<file path="src/csr_pkg.sv">
// Constants, field layout and carrier types for the charger status and reset register bank.
// Assumes a single 125 MHz clock and comparator results already synchronous to it.
package csr_pkg;

  // Register offsets (command codes on the management bus)
  localparam logic [7:0] CSR_OFF_BAT_RAIL = 8'h01;
  localparam logic [7:0] CSR_OFF_INPUT = 8'h02;
  localparam logic [7:0] CSR_OFF_WATCH = 8'h10;
  localparam logic [7:0] CSR_OFF_CHGOP = 8'h3b;
  localparam logic [7:0] CSR_OFF_SYS_STATUS = 8'h3c;
  localparam logic [7:0] CSR_OFF_SYS_CTRL = 8'h3d;

  // Battery and rail status fields
  localparam int CSR_B_SYS_OV = 15;
  localparam int CSR_B_SYS_SSD = 14;
  localparam int CSR_B_SYS_SCP = 13;
  localparam int CSR_B_SYS_UV = 12;
  localparam int CSR_B_BAT_SHORT = 6;
  localparam int CSR_B_BAT_OV = 3;
  localparam int CSR_B_DEPLETED = 0;
  // Input status fields
  localparam int CSR_B_SENSE_DET = 12;
  localparam int CSR_B_ADP_OVP = 11;
  localparam int CSR_B_ADP_LIM = 10;
  localparam int CSR_B_ADP_CLPS = 9;
  localparam int CSR_B_ADP_DET = 8;
  localparam int CSR_B_USB_OVP = 3;
  localparam int CSR_B_USB_LIM = 2;
  localparam int CSR_B_USB_CLPS = 1;
  localparam int CSR_B_USB_DET = 0;
  // Control and system status fields
  localparam int CSR_B_MEAS_RST = 6;
  localparam int CSR_B_ALARM_RST = 5;
  localparam int CSR_B_CHG_RST = 4;
  localparam int CSR_B_OTP = 1;
  localparam int CSR_B_GLOBAL_RST = 0;
  localparam int CSR_WATCH_LSB = 8;
  localparam logic [15:0] CSR_CTRL_RESET = 16'h0000;
  localparam logic [15:0] CSR_WATCH_RESET = 16'h0000;

  // Timing
  localparam int CSR_CLK_PERIOD_NS = 8;
  localparam int CSR_TICK_NS = 1_000_000;
  localparam int CSR_TICK_CYCLES = CSR_TICK_NS / CSR_CLK_PERIOD_NS;
  localparam int CSR_SCP_TIME_MS = 20;
  localparam int CSR_SCP_TICKS = CSR_SCP_TIME_MS * CSR_TICK_NS / 1_000_000;
  localparam int CSR_OTP_LOAD_CYCLES = 32;

  // Arbitrary default bus address, not tied to any part
  localparam logic [6:0] CSR_DEV_ADDR = 7'h2a;

  // Comparator results from the analog front end
  typedef struct packed {
    logic sys_above_ovp;
    logic softstart_done;
    logic sys_below_uvlo;
    logic bat_short_cmp;
    logic bat_above_ov;
    logic bat_below_ov_hyst;
    logic bat_below_sysreg;
    logic sense_above_uvlo;
    logic adapter_above_ovp;
    logic sense_above_ovp;
    logic adapter_limit_mod;
    logic adapter_clps;
    logic sense_clps;
    logic adapter_above_uvlo;
    logic usb_above_ovp;
    logic usb_limit_mod;
    logic usb_clps;
    logic usb_above_uvlo;
  } csr_sense_t;

  // Reset requests handed to the neighbouring register groups
  typedef struct packed {
    logic measure_status_reset;
    logic alarm_status_reset;
    logic charge_detect_reset;
    logic global_register_reset;
  } csr_rst_req_t;

  typedef enum {
    ST_IDLE,
    ST_ADDR,
    ST_CMD,
    ST_WDATA,
    ST_RDATA,
    ST_IGNORE
  } csr_bus_st_t;

endpackage : csr_pkg

</file>
<file path="src/csr_regs.sv">
// Status and reset-control register bank of the charger, with its management bus slave.
// Assumes comparator inputs and bus pins are already synchronous to i_clk; the data pin
// is open drain and resolved outside from o_smb_data_oe.
`timescale 1ns/1ns
module csr_regs
  import csr_pkg::*;
#(
  parameter int P_TICK_CYCLES = CSR_TICK_CYCLES,
  parameter int P_SCP_TICKS = CSR_SCP_TICKS,
  parameter int P_OTP_CYCLES = CSR_OTP_LOAD_CYCLES,
  parameter logic [6:0] P_DEV_ADDR = CSR_DEV_ADDR
) (
  input wire logic i_clk,
  input wire logic i_sys_rst,
  input wire csr_sense_t i_sense,
  input wire logic i_usb_bus_input_enable,
  input wire logic i_adapter_input_enable,
  input wire logic i_smb_clk,
  input wire logic i_smb_data,
  output logic o_smb_data_out,
  output logic o_smb_data_oe,
  output logic o_converter_run,
  output logic o_charge_run,
  output logic o_otp_load_busy,
  output csr_rst_req_t o_rst_req
);

  logic tick;
  logic scp_expired;
  logic bshort_expired;
  logic [15:0] ctrl_r;
  logic [15:0] watch_r;
  logic wr_en_r;
  logic [7:0] wr_addr_r;
  logic [15:0] wr_data_r;
  logic otp_busy_r;
  logic otp_done_r;
  logic [15:0] otp_cnt_r;
  logic scp_latch_r;
  logic any_input_q;
  logic bat_short_r;
  logic bat_ov_r;
  logic adp_lim_r;
  logic usb_lim_r;
  logic any_input;
  logic adp_ovp_sel;
  logic adp_clps_sel;
  logic alarm_clr;
  logic det_hold;
  logic [15:0] bat_rail_w;
  logic [15:0] input_w;
  logic [15:0] sys_status_w;
  logic [8:0] watch_limit;

  csr_tick_div #(
    .P_CYCLES(P_TICK_CYCLES)
  ) u_tick (
    .i_clk(i_clk),
    .i_sys_rst(i_sys_rst),
    .o_tick(tick)
  );

  csr_persist #(
    .P_W(9)
  ) u_scp (
    .i_clk(i_clk),
    .i_sys_rst(i_sys_rst),
    .i_tick(tick),
    .i_cond(i_sense.sys_below_uvlo),
    .i_limit(9'(P_SCP_TICKS)),
    .o_expired(scp_expired)
  );

  // Strictly longer than the programmed period, hence one extra tick
  assign watch_limit = {1'b0, watch_r[CSR_WATCH_LSB +: 8]} + 9'h001;

  csr_persist #(
    .P_W(9)
  ) u_bshort (
    .i_clk(i_clk),
    .i_sys_rst(i_sys_rst),
    .i_tick(tick),
    .i_cond(i_sense.bat_short_cmp),
    .i_limit(watch_limit),
    .o_expired(bshort_expired)
  );

  // Control register and reset requests
  always_ff @(posedge i_clk) begin
    if (i_sys_rst) begin
      ctrl_r <= CSR_CTRL_RESET;
      watch_r <= CSR_WATCH_RESET;
    end else if (wr_en_r) begin
      if (wr_addr_r == CSR_OFF_SYS_CTRL) begin
        ctrl_r <= wr_data_r;
        ctrl_r[CSR_B_OTP] <= 1'b0;
      end
      if (wr_addr_r == CSR_OFF_WATCH) begin
        watch_r <= wr_data_r;
      end
    end
  end

  always_ff @(posedge i_clk) begin
    if (i_sys_rst) begin
      o_rst_req <= '0;
    end else begin
      o_rst_req.measure_status_reset <= ctrl_r[CSR_B_MEAS_RST];
      o_rst_req.alarm_status_reset <= ctrl_r[CSR_B_ALARM_RST];
      o_rst_req.charge_detect_reset <= ctrl_r[CSR_B_CHG_RST];
      o_rst_req.global_register_reset <= ctrl_r[CSR_B_GLOBAL_RST];
    end
  end

  // Load runs once after reset and again on each start request
  always_ff @(posedge i_clk) begin
    if (i_sys_rst) begin
      otp_busy_r <= 1'b1;
      otp_done_r <= 1'b0;
      otp_cnt_r <= 16'h0;
    end else if (wr_en_r && wr_addr_r == CSR_OFF_SYS_CTRL && wr_data_r[CSR_B_OTP]) begin
      otp_busy_r <= 1'b1;
      otp_done_r <= 1'b0;
      otp_cnt_r <= 16'h0;
    end else if (otp_busy_r) begin
      if (otp_cnt_r >= 16'(P_OTP_CYCLES - 1)) begin
        otp_busy_r <= 1'b0;
        otp_done_r <= 1'b1;
      end else begin
        otp_cnt_r <= otp_cnt_r + 16'h1;
      end
    end
  end

  assign alarm_clr = ctrl_r[CSR_B_ALARM_RST] | ctrl_r[CSR_B_GLOBAL_RST];
  assign det_hold = ctrl_r[CSR_B_CHG_RST] | ctrl_r[CSR_B_GLOBAL_RST];

  // Protection and event state
  assign any_input = i_sense.usb_above_uvlo | i_sense.adapter_above_uvlo;

  always_ff @(posedge i_clk) begin
    if (i_sys_rst) begin
      any_input_q <= 1'b0;
    end else begin
      any_input_q <= any_input;
    end
  end

  // Only an input returning clears the latch; the host resets do not, and a new
  // expiry in the same cycle wins
  always_ff @(posedge i_clk) begin
    if (i_sys_rst) begin
      scp_latch_r <= 1'b0;
    end else if (scp_expired) begin
      scp_latch_r <= 1'b1;
    end else if (any_input && !any_input_q) begin
      scp_latch_r <= 1'b0;
    end
  end

  always_ff @(posedge i_clk) begin
    if (i_sys_rst) begin
      bat_short_r <= 1'b0;
    end else if (bshort_expired) begin
      bat_short_r <= 1'b1;
    end else if (alarm_clr) begin
      bat_short_r <= 1'b0;
    end
  end

  always_ff @(posedge i_clk) begin
    if (i_sys_rst) begin
      bat_ov_r <= 1'b0;
    end else if (i_sense.bat_above_ov) begin
      bat_ov_r <= 1'b1;
    end else if (i_sense.bat_below_ov_hyst) begin
      bat_ov_r <= 1'b0;
    end
  end

  always_ff @(posedge i_clk) begin
    if (i_sys_rst) begin
      adp_lim_r <= 1'b0;
      usb_lim_r <= 1'b0;
    end else begin
      if (i_sense.adapter_limit_mod) begin
        adp_lim_r <= 1'b1;
      end else if (alarm_clr) begin
        adp_lim_r <= 1'b0;
      end
      if (i_sense.usb_limit_mod) begin
        usb_lim_r <= 1'b1;
      end else if (alarm_clr) begin
        usb_lim_r <= 1'b0;
      end
    end
  end

  // Adapter pin when enabled, sense node when both inputs are disabled
  always_comb begin
    adp_ovp_sel = 1'b0;
    adp_clps_sel = 1'b0;
    if (i_adapter_input_enable) begin
      adp_ovp_sel = i_sense.adapter_above_ovp;
      adp_clps_sel = i_sense.adapter_clps;
    end else if (!i_usb_bus_input_enable) begin
      adp_ovp_sel = i_sense.sense_above_ovp;
      adp_clps_sel = i_sense.sense_clps;
    end
  end

  // Input overvoltage and global reset stop by level; battery overvoltage holds until its hysteresis level, the short-circuit latch until an input returns
  always_ff @(posedge i_clk) begin
    if (i_sys_rst) begin
      o_converter_run <= 1'b0;
      o_charge_run <= 1'b0;
      o_otp_load_busy <= 1'b0;
    end else begin
      o_converter_run <= !scp_latch_r && !bat_ov_r && !adp_ovp_sel
        && !i_sense.usb_above_ovp && !ctrl_r[CSR_B_GLOBAL_RST];
      o_charge_run <= !scp_latch_r && !bat_ov_r && !adp_ovp_sel
        && !i_sense.usb_above_ovp && !ctrl_r[CSR_B_GLOBAL_RST];
      o_otp_load_busy <= otp_busy_r;
    end
  end

  // Status words
  always_comb begin
    bat_rail_w = 16'h0000;
    bat_rail_w[CSR_B_SYS_OV] = (i_sense.sys_above_ovp && !any_input) || scp_latch_r;
    bat_rail_w[CSR_B_SYS_SSD] = i_sense.softstart_done && o_converter_run;
    bat_rail_w[CSR_B_SYS_SCP] = scp_latch_r;
    bat_rail_w[CSR_B_SYS_UV] = i_sense.sys_below_uvlo;
    bat_rail_w[CSR_B_BAT_SHORT] = bat_short_r;
    bat_rail_w[CSR_B_BAT_OV] = bat_ov_r;
    bat_rail_w[CSR_B_DEPLETED] = i_sense.bat_below_sysreg;
  end

  // Detection flags read as zero while their group is held in reset
  always_comb begin
    input_w = 16'h0000;
    if (!det_hold) begin
      input_w[CSR_B_SENSE_DET] = i_sense.sense_above_uvlo;
      input_w[CSR_B_ADP_OVP] = adp_ovp_sel;
      input_w[CSR_B_ADP_LIM] = adp_lim_r;
      input_w[CSR_B_ADP_CLPS] = adp_clps_sel;
      input_w[CSR_B_ADP_DET] = i_sense.adapter_above_uvlo;
      input_w[CSR_B_USB_OVP] = i_sense.usb_above_ovp;
      input_w[CSR_B_USB_LIM] = usb_lim_r;
      input_w[CSR_B_USB_CLPS] = i_sense.usb_clps;
      input_w[CSR_B_USB_DET] = i_sense.usb_above_uvlo;
    end
  end

  always_comb begin
    sys_status_w = 16'h0000;
    sys_status_w[CSR_B_MEAS_RST] = ctrl_r[CSR_B_MEAS_RST];
    sys_status_w[CSR_B_ALARM_RST] = ctrl_r[CSR_B_ALARM_RST];
    sys_status_w[CSR_B_CHG_RST] = ctrl_r[CSR_B_CHG_RST];
    sys_status_w[CSR_B_OTP] = otp_done_r;
    sys_status_w[CSR_B_GLOBAL_RST] = ctrl_r[CSR_B_GLOBAL_RST];
  end

  function automatic logic [15:0] read_word(input logic [7:0] addr);
    case (addr)
      CSR_OFF_BAT_RAIL: read_word = bat_rail_w;
      CSR_OFF_INPUT: read_word = input_w;
      CSR_OFF_WATCH: read_word = watch_r;
      CSR_OFF_CHGOP: read_word = sys_status_w;
      CSR_OFF_SYS_STATUS: read_word = sys_status_w;
      CSR_OFF_SYS_CTRL: read_word = ctrl_r;
      default: read_word = 16'h0000;
    endcase
  endfunction

  // Management bus slave
  // Word protocol, low byte first, most significant bit first within a byte.
  // Writes to status offsets complete on the bus but change nothing.
  csr_bus_st_t st_r;
  logic scl_q;
  logic sda_q;
  logic [3:0] bitcnt_r;
  logic [7:0] sh_r;
  logic [7:0] cmd_r;
  logic [7:0] lo_r;
  logic [15:0] tx_r;
  logic byte_sel_r;
  logic scl_rise;
  logic scl_fall;
  logic bus_start;
  logic bus_stop;
  logic [7:0] tx_byte;

  assign scl_rise = i_smb_clk && !scl_q;
  assign scl_fall = !i_smb_clk && scl_q;
  assign bus_start = i_smb_clk && scl_q && sda_q && !i_smb_data;
  assign bus_stop = i_smb_clk && scl_q && !sda_q && i_smb_data;
  assign tx_byte = byte_sel_r ? tx_r[15:8] : tx_r[7:0];

  always_ff @(posedge i_clk) begin
    if (i_sys_rst) begin
      scl_q <= 1'b1;
      sda_q <= 1'b1;
      o_smb_data_out <= 1'b0;
    end else begin
      scl_q <= i_smb_clk;
      sda_q <= i_smb_data;
      o_smb_data_out <= 1'b0;
    end
  end

  always_ff @(posedge i_clk) begin
    if (i_sys_rst) begin
      st_r <= ST_IDLE;
      bitcnt_r <= 4'h0;
      sh_r <= 8'h00;
      cmd_r <= 8'h00;
      lo_r <= 8'h00;
      tx_r <= 16'h0000;
      byte_sel_r <= 1'b0;
      o_smb_data_oe <= 1'b0;
      wr_en_r <= 1'b0;
      wr_addr_r <= 8'h00;
      wr_data_r <= 16'h0000;
    end else begin
      wr_en_r <= 1'b0;
      if (bus_start) begin
        st_r <= ST_ADDR;
        bitcnt_r <= 4'h0;
        o_smb_data_oe <= 1'b0;
      end else if (bus_stop) begin
        st_r <= ST_IDLE;
        o_smb_data_oe <= 1'b0;
      end else if (scl_rise && st_r != ST_IDLE) begin
        if (bitcnt_r == 4'h8) begin
          bitcnt_r <= 4'h0;
          case (st_r)
            ST_ADDR: begin
              if (sh_r[0]) begin
                st_r <= ST_RDATA;
                tx_r <= read_word(cmd_r);
              end else begin
                st_r <= ST_CMD;
              end
              byte_sel_r <= 1'b0;
            end
            ST_CMD: begin
              st_r <= ST_WDATA;
              byte_sel_r <= 1'b0;
            end
            ST_WDATA: byte_sel_r <= ~byte_sel_r;
            ST_RDATA: begin
              if (i_smb_data) begin
                st_r <= ST_IGNORE;
              end
              byte_sel_r <= 1'b1;
            end
            default: st_r <= st_r;
          endcase
        end else begin
          sh_r <= {sh_r[6:0], i_smb_data};
          bitcnt_r <= bitcnt_r + 4'h1;
        end
      end else if (scl_fall && st_r != ST_IDLE) begin
        o_smb_data_oe <= 1'b0;
        if (bitcnt_r == 4'h8) begin
          case (st_r)
            ST_ADDR: begin
              if (sh_r[7:1] == P_DEV_ADDR) begin
                o_smb_data_oe <= 1'b1;
              end else begin
                st_r <= ST_IGNORE;
              end
            end
            ST_CMD: begin
              cmd_r <= sh_r;
              o_smb_data_oe <= 1'b1;
            end
            ST_WDATA: begin
              o_smb_data_oe <= 1'b1;
              if (!byte_sel_r) begin
                lo_r <= sh_r;
              end else if (cmd_r == CSR_OFF_SYS_CTRL || cmd_r == CSR_OFF_WATCH) begin
                wr_en_r <= 1'b1;
                wr_addr_r <= cmd_r;
                wr_data_r <= {sh_r, lo_r};
              end
            end
            default: o_smb_data_oe <= 1'b0;
          endcase
        end else if (st_r == ST_RDATA) begin
          o_smb_data_oe <= !tx_byte[3'(4'h7 - bitcnt_r)];
        end
      end
    end
  end

endmodule : csr_regs

</file>
<file path="src/csr_tick_div.sv">
// Divider that turns the system clock into a one-cycle tick enable.
// Assumes one clock domain; the period is a parameter so simulation can shorten it.
`timescale 1ns/1ns
module csr_tick_div #(
  parameter int P_CYCLES = 125000
) (
  input wire logic i_clk,
  input wire logic i_sys_rst,
  output logic o_tick
);
  logic [31:0] cnt_r;

  always_ff @(posedge i_clk) begin
    if (i_sys_rst) begin
      cnt_r <= 32'h0;
      o_tick <= 1'b0;
    end else if (cnt_r >= 32'(P_CYCLES - 1)) begin
      cnt_r <= 32'h0;
      o_tick <= 1'b1;
    end else begin
      cnt_r <= cnt_r + 32'h1;
      o_tick <= 1'b0;
    end
  end
endmodule : csr_tick_div

</file>
<file path="src/csr_persist.sv">
// Persistence timer: reports a condition once it has held for a number of ticks.
// Assumes the tick is a one-cycle enable; the count restarts whenever the condition drops.
`timescale 1ns/1ns
module csr_persist #(
  parameter int P_W = 9
) (
  input wire logic i_clk,
  input wire logic i_sys_rst,
  input wire logic i_tick,
  input wire logic i_cond,
  input wire logic [P_W-1:0] i_limit,
  output logic o_expired
);
  logic [P_W-1:0] cnt_r;

  always_ff @(posedge i_clk) begin
    if (i_sys_rst || !i_cond) begin
      cnt_r <= '0;
    end else if (i_tick && cnt_r != '1) begin
      cnt_r <= cnt_r + 1'b1;
    end
  end

  always_ff @(posedge i_clk) begin
    if (i_sys_rst) begin
      o_expired <= 1'b0;
    end else begin
      o_expired <= i_cond && (cnt_r >= i_limit);
    end
  end
endmodule : csr_persist

</file>
<file path="config.mk">
export PLATFORM = sky130hd
export DESIGN_NAME = csr_regs
export DESIGN_NICKNAME = d
export VERILOG_FILES = /design/src/csr_pkg.sv /design/src/csr_regs.sv /design/src/csr_tick_div.sv /design/src/csr_persist.sv
export SDC_FILE = /design/constraint.sdc
export NUM_CORES = 1
export LEC_CHECK = 0
export BUFFER_PORTS_ARGS = -buffer_cell sky130_fd_sc_hd__buf_2
export CAP_MARGIN = 20
export CORE_MARGIN = 2
export CORE_UTILIZATION = 31
export CTS_CLUSTER_SIZE = 24
export DETAILED_ROUTE_END_ITERATION = 10
export GPL_ROUTABILITY_DRIVEN = 0
export PLACE_DENSITY_LB_ADDON = 0.12
export SLEW_MARGIN = 20
export SYNTH_ARGS = -nofsm -noshare
export SYNTH_HDL_FRONTEND = slang
export SYNTH_SLANG_ARGS = --single-unit
</file>
<file path="constraint.sdc">
create_clock -name i_clk -period 2.2 [get_ports i_clk]
set_clock_uncertainty 0.05 [all_clocks]
set_input_delay 0.11 -clock i_clk [delete_from_list [all_inputs] [get_ports i_clk]]
set_output_delay 0.11 -clock i_clk [all_outputs]
set_load 0.01 [all_outputs]
</file>
== Word-level counts from Yosys, hierarchy flattened ==
Index checks and enable logic that the tools add are counted.
Word-level totals
  bits in registers: 219
  input bits: 24
  output and inout port bits: 9
  logic and storage cells: 196
Operators by class
  $add $sub $neg: 7
  $lt $le $gt $ge: 5
  equality and inequality tests: 21
  mux-type cells: 39
  bitwise operators: 11
  reduce and logical (&&, ||, !) cells: 76
Operators with widths (number)
  $mux W32: 7
  $pmux W32 S3: 1
  $pmux W16 S5: 1
  $eq A32 B2 Y1 const B: 2
  $add A32 B1 Y32 const B: 1
  $eq A32 B1 Y1 const B: 1
  $eq A32 B3 Y1 const B: 1
  $eq A32 B4 Y1 const B: 1
  $eq A8 B6 Y1 const B: 4
  $ge A32 B17 Y1 const B: 1
  $reduce_bool A32 Y1: 1
  $reduce_and A6 Y1: 4
  $logic_and A1 B1 Y1: 22
  $mux W1: 22
  $add A9 B1 Y9 const B: 2
  $ne A9 B9 Y1 const B: 2
  $add A16 B1 Y16 const B: 1
  $eq A8 B5 Y1 const B: 2
  $ge A16 B5 Y1 const B: 1
  $logic_not A1 Y1: 14
  $reduce_bool A2 Y1: 7
  $reduce_and A2 Y1: 6
  $reduce_or A2 Y1: 6
  $add A8 B1 Y9 const B: 1
  other kinds (32): 48

== Longest topological paths before layout ==
  depth in word-level cells: 8
  gate-level depth with buffers: 11

== Modules after synthesis ==
A second synthesis with hierarchy kept.
Unflattened totals
  cells, all modules: 896
  area, all modules: 8291.7 um2
Modules (own cells, without submodules)
  csr_regs: instances 1, cells each 629, area an instance 5734.2 um2
  csr_persist: instances 2, cells each 75, area an instance 643.1 um2
  csr_tick_div: instances 1, cells each 117, area an instance 1271.2 um2

== Least setup slack after synthesis ==
OpenSTA, ideal clock, no wires.
  kind: register -> register
  start: register bitcnt_r[1]
  end: register tx_r[15]
  library setup time: 0.069 ns
  arrival: 1.976 ns
  data required time: 2.081 ns
  slack: 0.105 ns
  cell stages (with the launch flop): 10
  buffers on the path: 3
  clock period less this slack: 2.095 ns
  path through: dfxtp_1 > clkbuf_1 > inv_1 > ha_1 > nor4bb_1 > clkbuf_1 > nand4_1 > or3_1 > buf_2 > o21ai_1
On the way
  cells in the longest elaborated chain, start to end: 2
Ends and longest elaborated chain
  start, declared: RTL line csr_regs.sv:282  | logic [3:0] bitcnt_r;
  start signal, assigned: RTL line csr_regs.sv:362  | bitcnt_r <= bitcnt_r + 4'h1;
  $eq A4 B4 Y1: RTL line csr_regs.sv:335  | if (bitcnt_r == 4'h8) begin
  $reduce_and A6 Y1 (no source line)
  end signal, assigned: RTL line csr_regs.sv:341  | tx_r <= read_word(cmd_r);
  end, declared: RTL line csr_regs.sv:286  | logic [15:0] tx_r;
Every way passes these cells.
A chain may end at the register's enable or synchronous reset.

== Final worst setup path ==
  start: register bitcnt_r[0]
  end: register wr_addr_r[1]
On the way
  cells in the longest elaborated chain, start to end: 2
Ends and longest elaborated chain
  $eq A4 B4 Y1: RTL line csr_regs.sv:366  | if (bitcnt_r == 4'h8) begin
  $reduce_and A8 Y1 (no source line)
  end signal, assigned: RTL line csr_regs.sv:385  | wr_addr_r <= cmd_r;
  end, declared: RTL line csr_regs.sv:34  | logic [7:0] wr_addr_r;
Every way passes these cells.

==> flow_summary.json <==
{
  "power.density_nw_per_um2": 723.6,
  "core_area_sq_um": 25110,
  "critPathLaunch": "bitcnt_r[0]$_SDFFE_PP0P_",
  "drv_cap": 0,
  "synth_flop_cell": "dfxtp_1",
  "nFillCells": 2604,
  "max_slew.worst_pin.slew_ps": 689.5,
  "maxSlewHeadroom_pct": 54.03,
  "cts_inserted_buffers": 17,
  "critical_path_class": "register to register",
  "syn_area_sq_um": 7900,
  "die_area_sq_um": 26780,
  "drive_gt1_share_pct": 16.95,
  "grt_pass1_wl_microns": 30720,
  "fin_nets": 980,
  "p_leak_nw": 3.561,
  "period_share_pct": 93.85,
  "r2r_start": "bitcnt_r[0]$_SDFFE_PP0P_",
  "r2r_cells": 9,
  "drt.antenna.violating_nets": 0,
  "hold_viol": 0,
  "cts_root_buf": "clkbuf_16",
  "ys_types": 69,
  "grt_max_degree": 51,
  "cp.arrival_ps": 2340,
  "totalWireLength_microns": 19020,
  "drtIter0Drc": 399,
  "crit_path_start_kind": "register",
  "synth_enable_flop_cells": 0,
  "required_ps": 2470,
  "ys_ff_latch": 190,
  "ir_worst_vdd_mv": 0.4532,
  "setup_slack_ps": 135.2,
  "die_w_microns": 163.6,
  "hp-start": "i_sys_rst",
  "htree_levels": 4,
  "design_area_sq_um": 9463,
  "synthCells": 850,
  "row_count": 58,
  "whs_ps": 41.12,
  "antenna_found_initial": 0,
  "worstSetupEndpoint": "wr_addr_r[1]$_SDFFE_PP0P_",
  "status": "finished clean",
  "dp_hpwl_microns": 13590,
  "clk_pin_slew_ps": 70,
  "io_buffers": 31,
  "fin_crit_ps": 2065,
  "hp-class": "input port to register",
  "crit_path_end_kind": "register",
  "gr-total-overflow": 0,
  "finalSetupViolCount": 0,
  "cts_tree": "built",
  "final_core_util_pct": 37.69,
  "fmaxAchievable_ghz": 0.4843,
  "first_pass_iters": 7,
  "avgSynthCellArea_sq_um": 9.294,
  "synth_warnings": 0,
  "io_pins": 33,
  "clock_latency_ps": 430,
  "globalRouteTotalUtil_pct": 14.78,
  "grt_pass1_vias": 5611,
  "syn2layout_area_growth_pct": 19.78,
  "r2r_end": "wr_addr_r[1]$_SDFFE_PP0P_",
  "dp_worst_setup_slack_ps": 80.14,
  "num_vias": 6006,
  "whs_path_depth": 2,
  "ys_async_sr_fraction_pct": 0,
  "finalSetupTns_ps": 0,
  "final_cells": 1280,
  "critPathMaxFanout": 9,
  "slew_violations": 0,
  "die_h_microns": 163.6,
  "avgViaCountPerCell": 4.692,
  "clockBufferDepth": 2,
  "antenna_cells": 0,
  "clock_sinks": 190,
  "place_area_sq_um": 8707,
  "drc": 0,
  "power_mw": 6.847,
  "regToRegSetupSlack_ps": 140,
  "wl_per_cell_microns": 14.86,
  "dp_cells": 1233,
  "yosysSeqAreaShare_pct": 48.15,
  "initial_utilization_pct": 31.46
}
==> layout make-up <==
| class | instances | area, sq um | area share (%) |
|---|---|---|---|
| tap | 330 | 412.9 | 4.363 |
| sequential | 190 | 3806 | 40.22 |
| clock inverter | 15 | 163.9 | 1.732 |
| inverter | 16 | 60.06 | 0.6347 |
| timing repair buffer | 96 | 700.7 | 7.404 |
| multi-input combinational | 616 | 3894 | 41.15 |
| clock buffer | 17 | 425.4 | 4.496 |
==> flip-flops by register name (all words and copies together), names as in the netlist, 9 cells and up <==
register and cells:
u_scp.cnt_r 9, u_tick.cnt_r 32, ctrl_r 15, watch_r 16, otp_cnt_r 16, wr_data_r 16
tx_r 16, u_bshort.cnt_r 9
==> power breakdown <==
part	switching (mW)	internal, mW
Sequential	0.0241	3.47
Clock	1.51	1.63
Combinational	0.120	0.0945
==> cells in the mapped netlist (3+ instances only) <==
master    number  area, sq um
a21o_1         5        37.54
a31oi_1        5        31.28
mux2i_1       51        510.5
nand3b_1       3        22.52
and3_1         9        56.30
inv_1         16        60.06
ha_1          19        237.7
nand3_1       14        70.07
a221oi_1       3        26.28
nand2_2        9        56.30
a21oi_2        9        78.83
o21ai_0       20        100.1
xor2_1        29        254.0
o21ai_1       11        55.05
nand2b_1       8        50.05
a21oi_1       38        190.2
or3_1          5        31.28
buf_2          8        40.04
dfxtp_1      190         3804
buf_4          6        45.04
mux4_2         4        90.09
a211oi_1       5        37.54
nor2_2         3        18.77
nor4_1         7        43.79
a222oi_1       4        40.04
nor2_1       127        476.7
or2_2          5        31.28
buf_1          5        18.77
nor3_1         9        45.04
and4_1         3        26.28
a22oi_1        5        37.54
and2_1        14        87.58
nor3b_1        5        37.54
nor2b_1       12        75.07
xnor2_1       12        105.1
nand2_1       87        326.6
clkbuf_1      21        78.83
nand4_1       16        100.1
a22o_1         6        52.55
==> metal layers <==
metal  share of wire, %  GRT usage (%)  up-vias  wire (microns)
li1                   -              -     3098               -
met1                 51          20.78     2796            9754
met2                 44          23.07       93            8430
met3                3.1          2.565       19             585
met4                1.3          4.506        0             252
met5                  0              0        -               0
==> what timing repair did <==
action | 4_1_cts | 5_1_grt
hold endpoints to repair | 10 | 0
setup buffers | 0 | 3
hold buffers | 12 | 0
endpoints found under the setup margin | 0 | 26
gates resized for setup | 0 | 6
==> critical path: stages, from the launching register on <==
cell and delay, ps:
dfxtp_1 310, inv_1 90, ha_1 200, nor4bb_4 210, buf_4 180, and4b_2 280
o2111a_1 220, buf_4 180, nor2_1 70, and2_1 160
==> cell usage in the layout, fill, tap and decap left out, drive strengths merged, types with 4 or more instances in the layout <==
cell type    synthesis  final
xor2                29     29
a22o                 7      7
or3                  5      5
o21ai               31     31
nand2               96     96
a31oi                5      5
conb                 1     16
a21o                 5      5
buf                 21     84
dfxtp              190    190
and3                 9      9
nor2               130    130
a211oi               5      5
a22oi                5      5
nor3                 9      9
nand2b               8      8
a222oi               4      4
nor4                 9      9
or2                  5      5
xnor2               12     12
mux4                 4      4
inv                 16     27
nor3b                7      7
nand4               16     16
ha                  19     19
clkbuf              21     17
a21oi               47     47
nor2b               12     12
mux2i               51     51
nand3               14     14
and2                14     14
dlygate4sd3          0     12
==> how the worst min path moves through the flow <==
| stage | end | slack (ps) |
|---|---|---|
| 2_1_floorplan | scl_q$_SDFF_PP1_ | 170 |
| 3_3_place_gp | adp_lim_r$_SDFFE_PP0P_ | 270 |
| 3_5_place_dp | usb_lim_r$_SDFFE_PP0P_ | 280 |
| 4_1_cts | sh_r[7]$_SDFFE_PP0P_ | 50 |
| 5_1_grt | watch_r[1]$_SDFFE_PP0P_ | 60 |
| 6_report | sh_r[7]$_SDFFE_PP0P_ | 40 |
==> cell families (layout without fill, tap and decap cells) <==
kind of cell / after synthesis / count (layout) / share of synthesized area (%)
AOI/OAI and AO/OA: 132 / 132 / 11.04
and+or+nand+nor: 352 / 352 / 21.89
xor gates and xnor gates: 41 / 41 / 4.545
muxes: 56 / 56 / 7.745
DFF: 190 / 190 / 48.15
buffers and inverters: 59 / 144 / 3.579
adders and majority gates: 19 / 19 / 3.009
other: 1 / 16 / 0.04747
(Power assumes the default switching activity.)
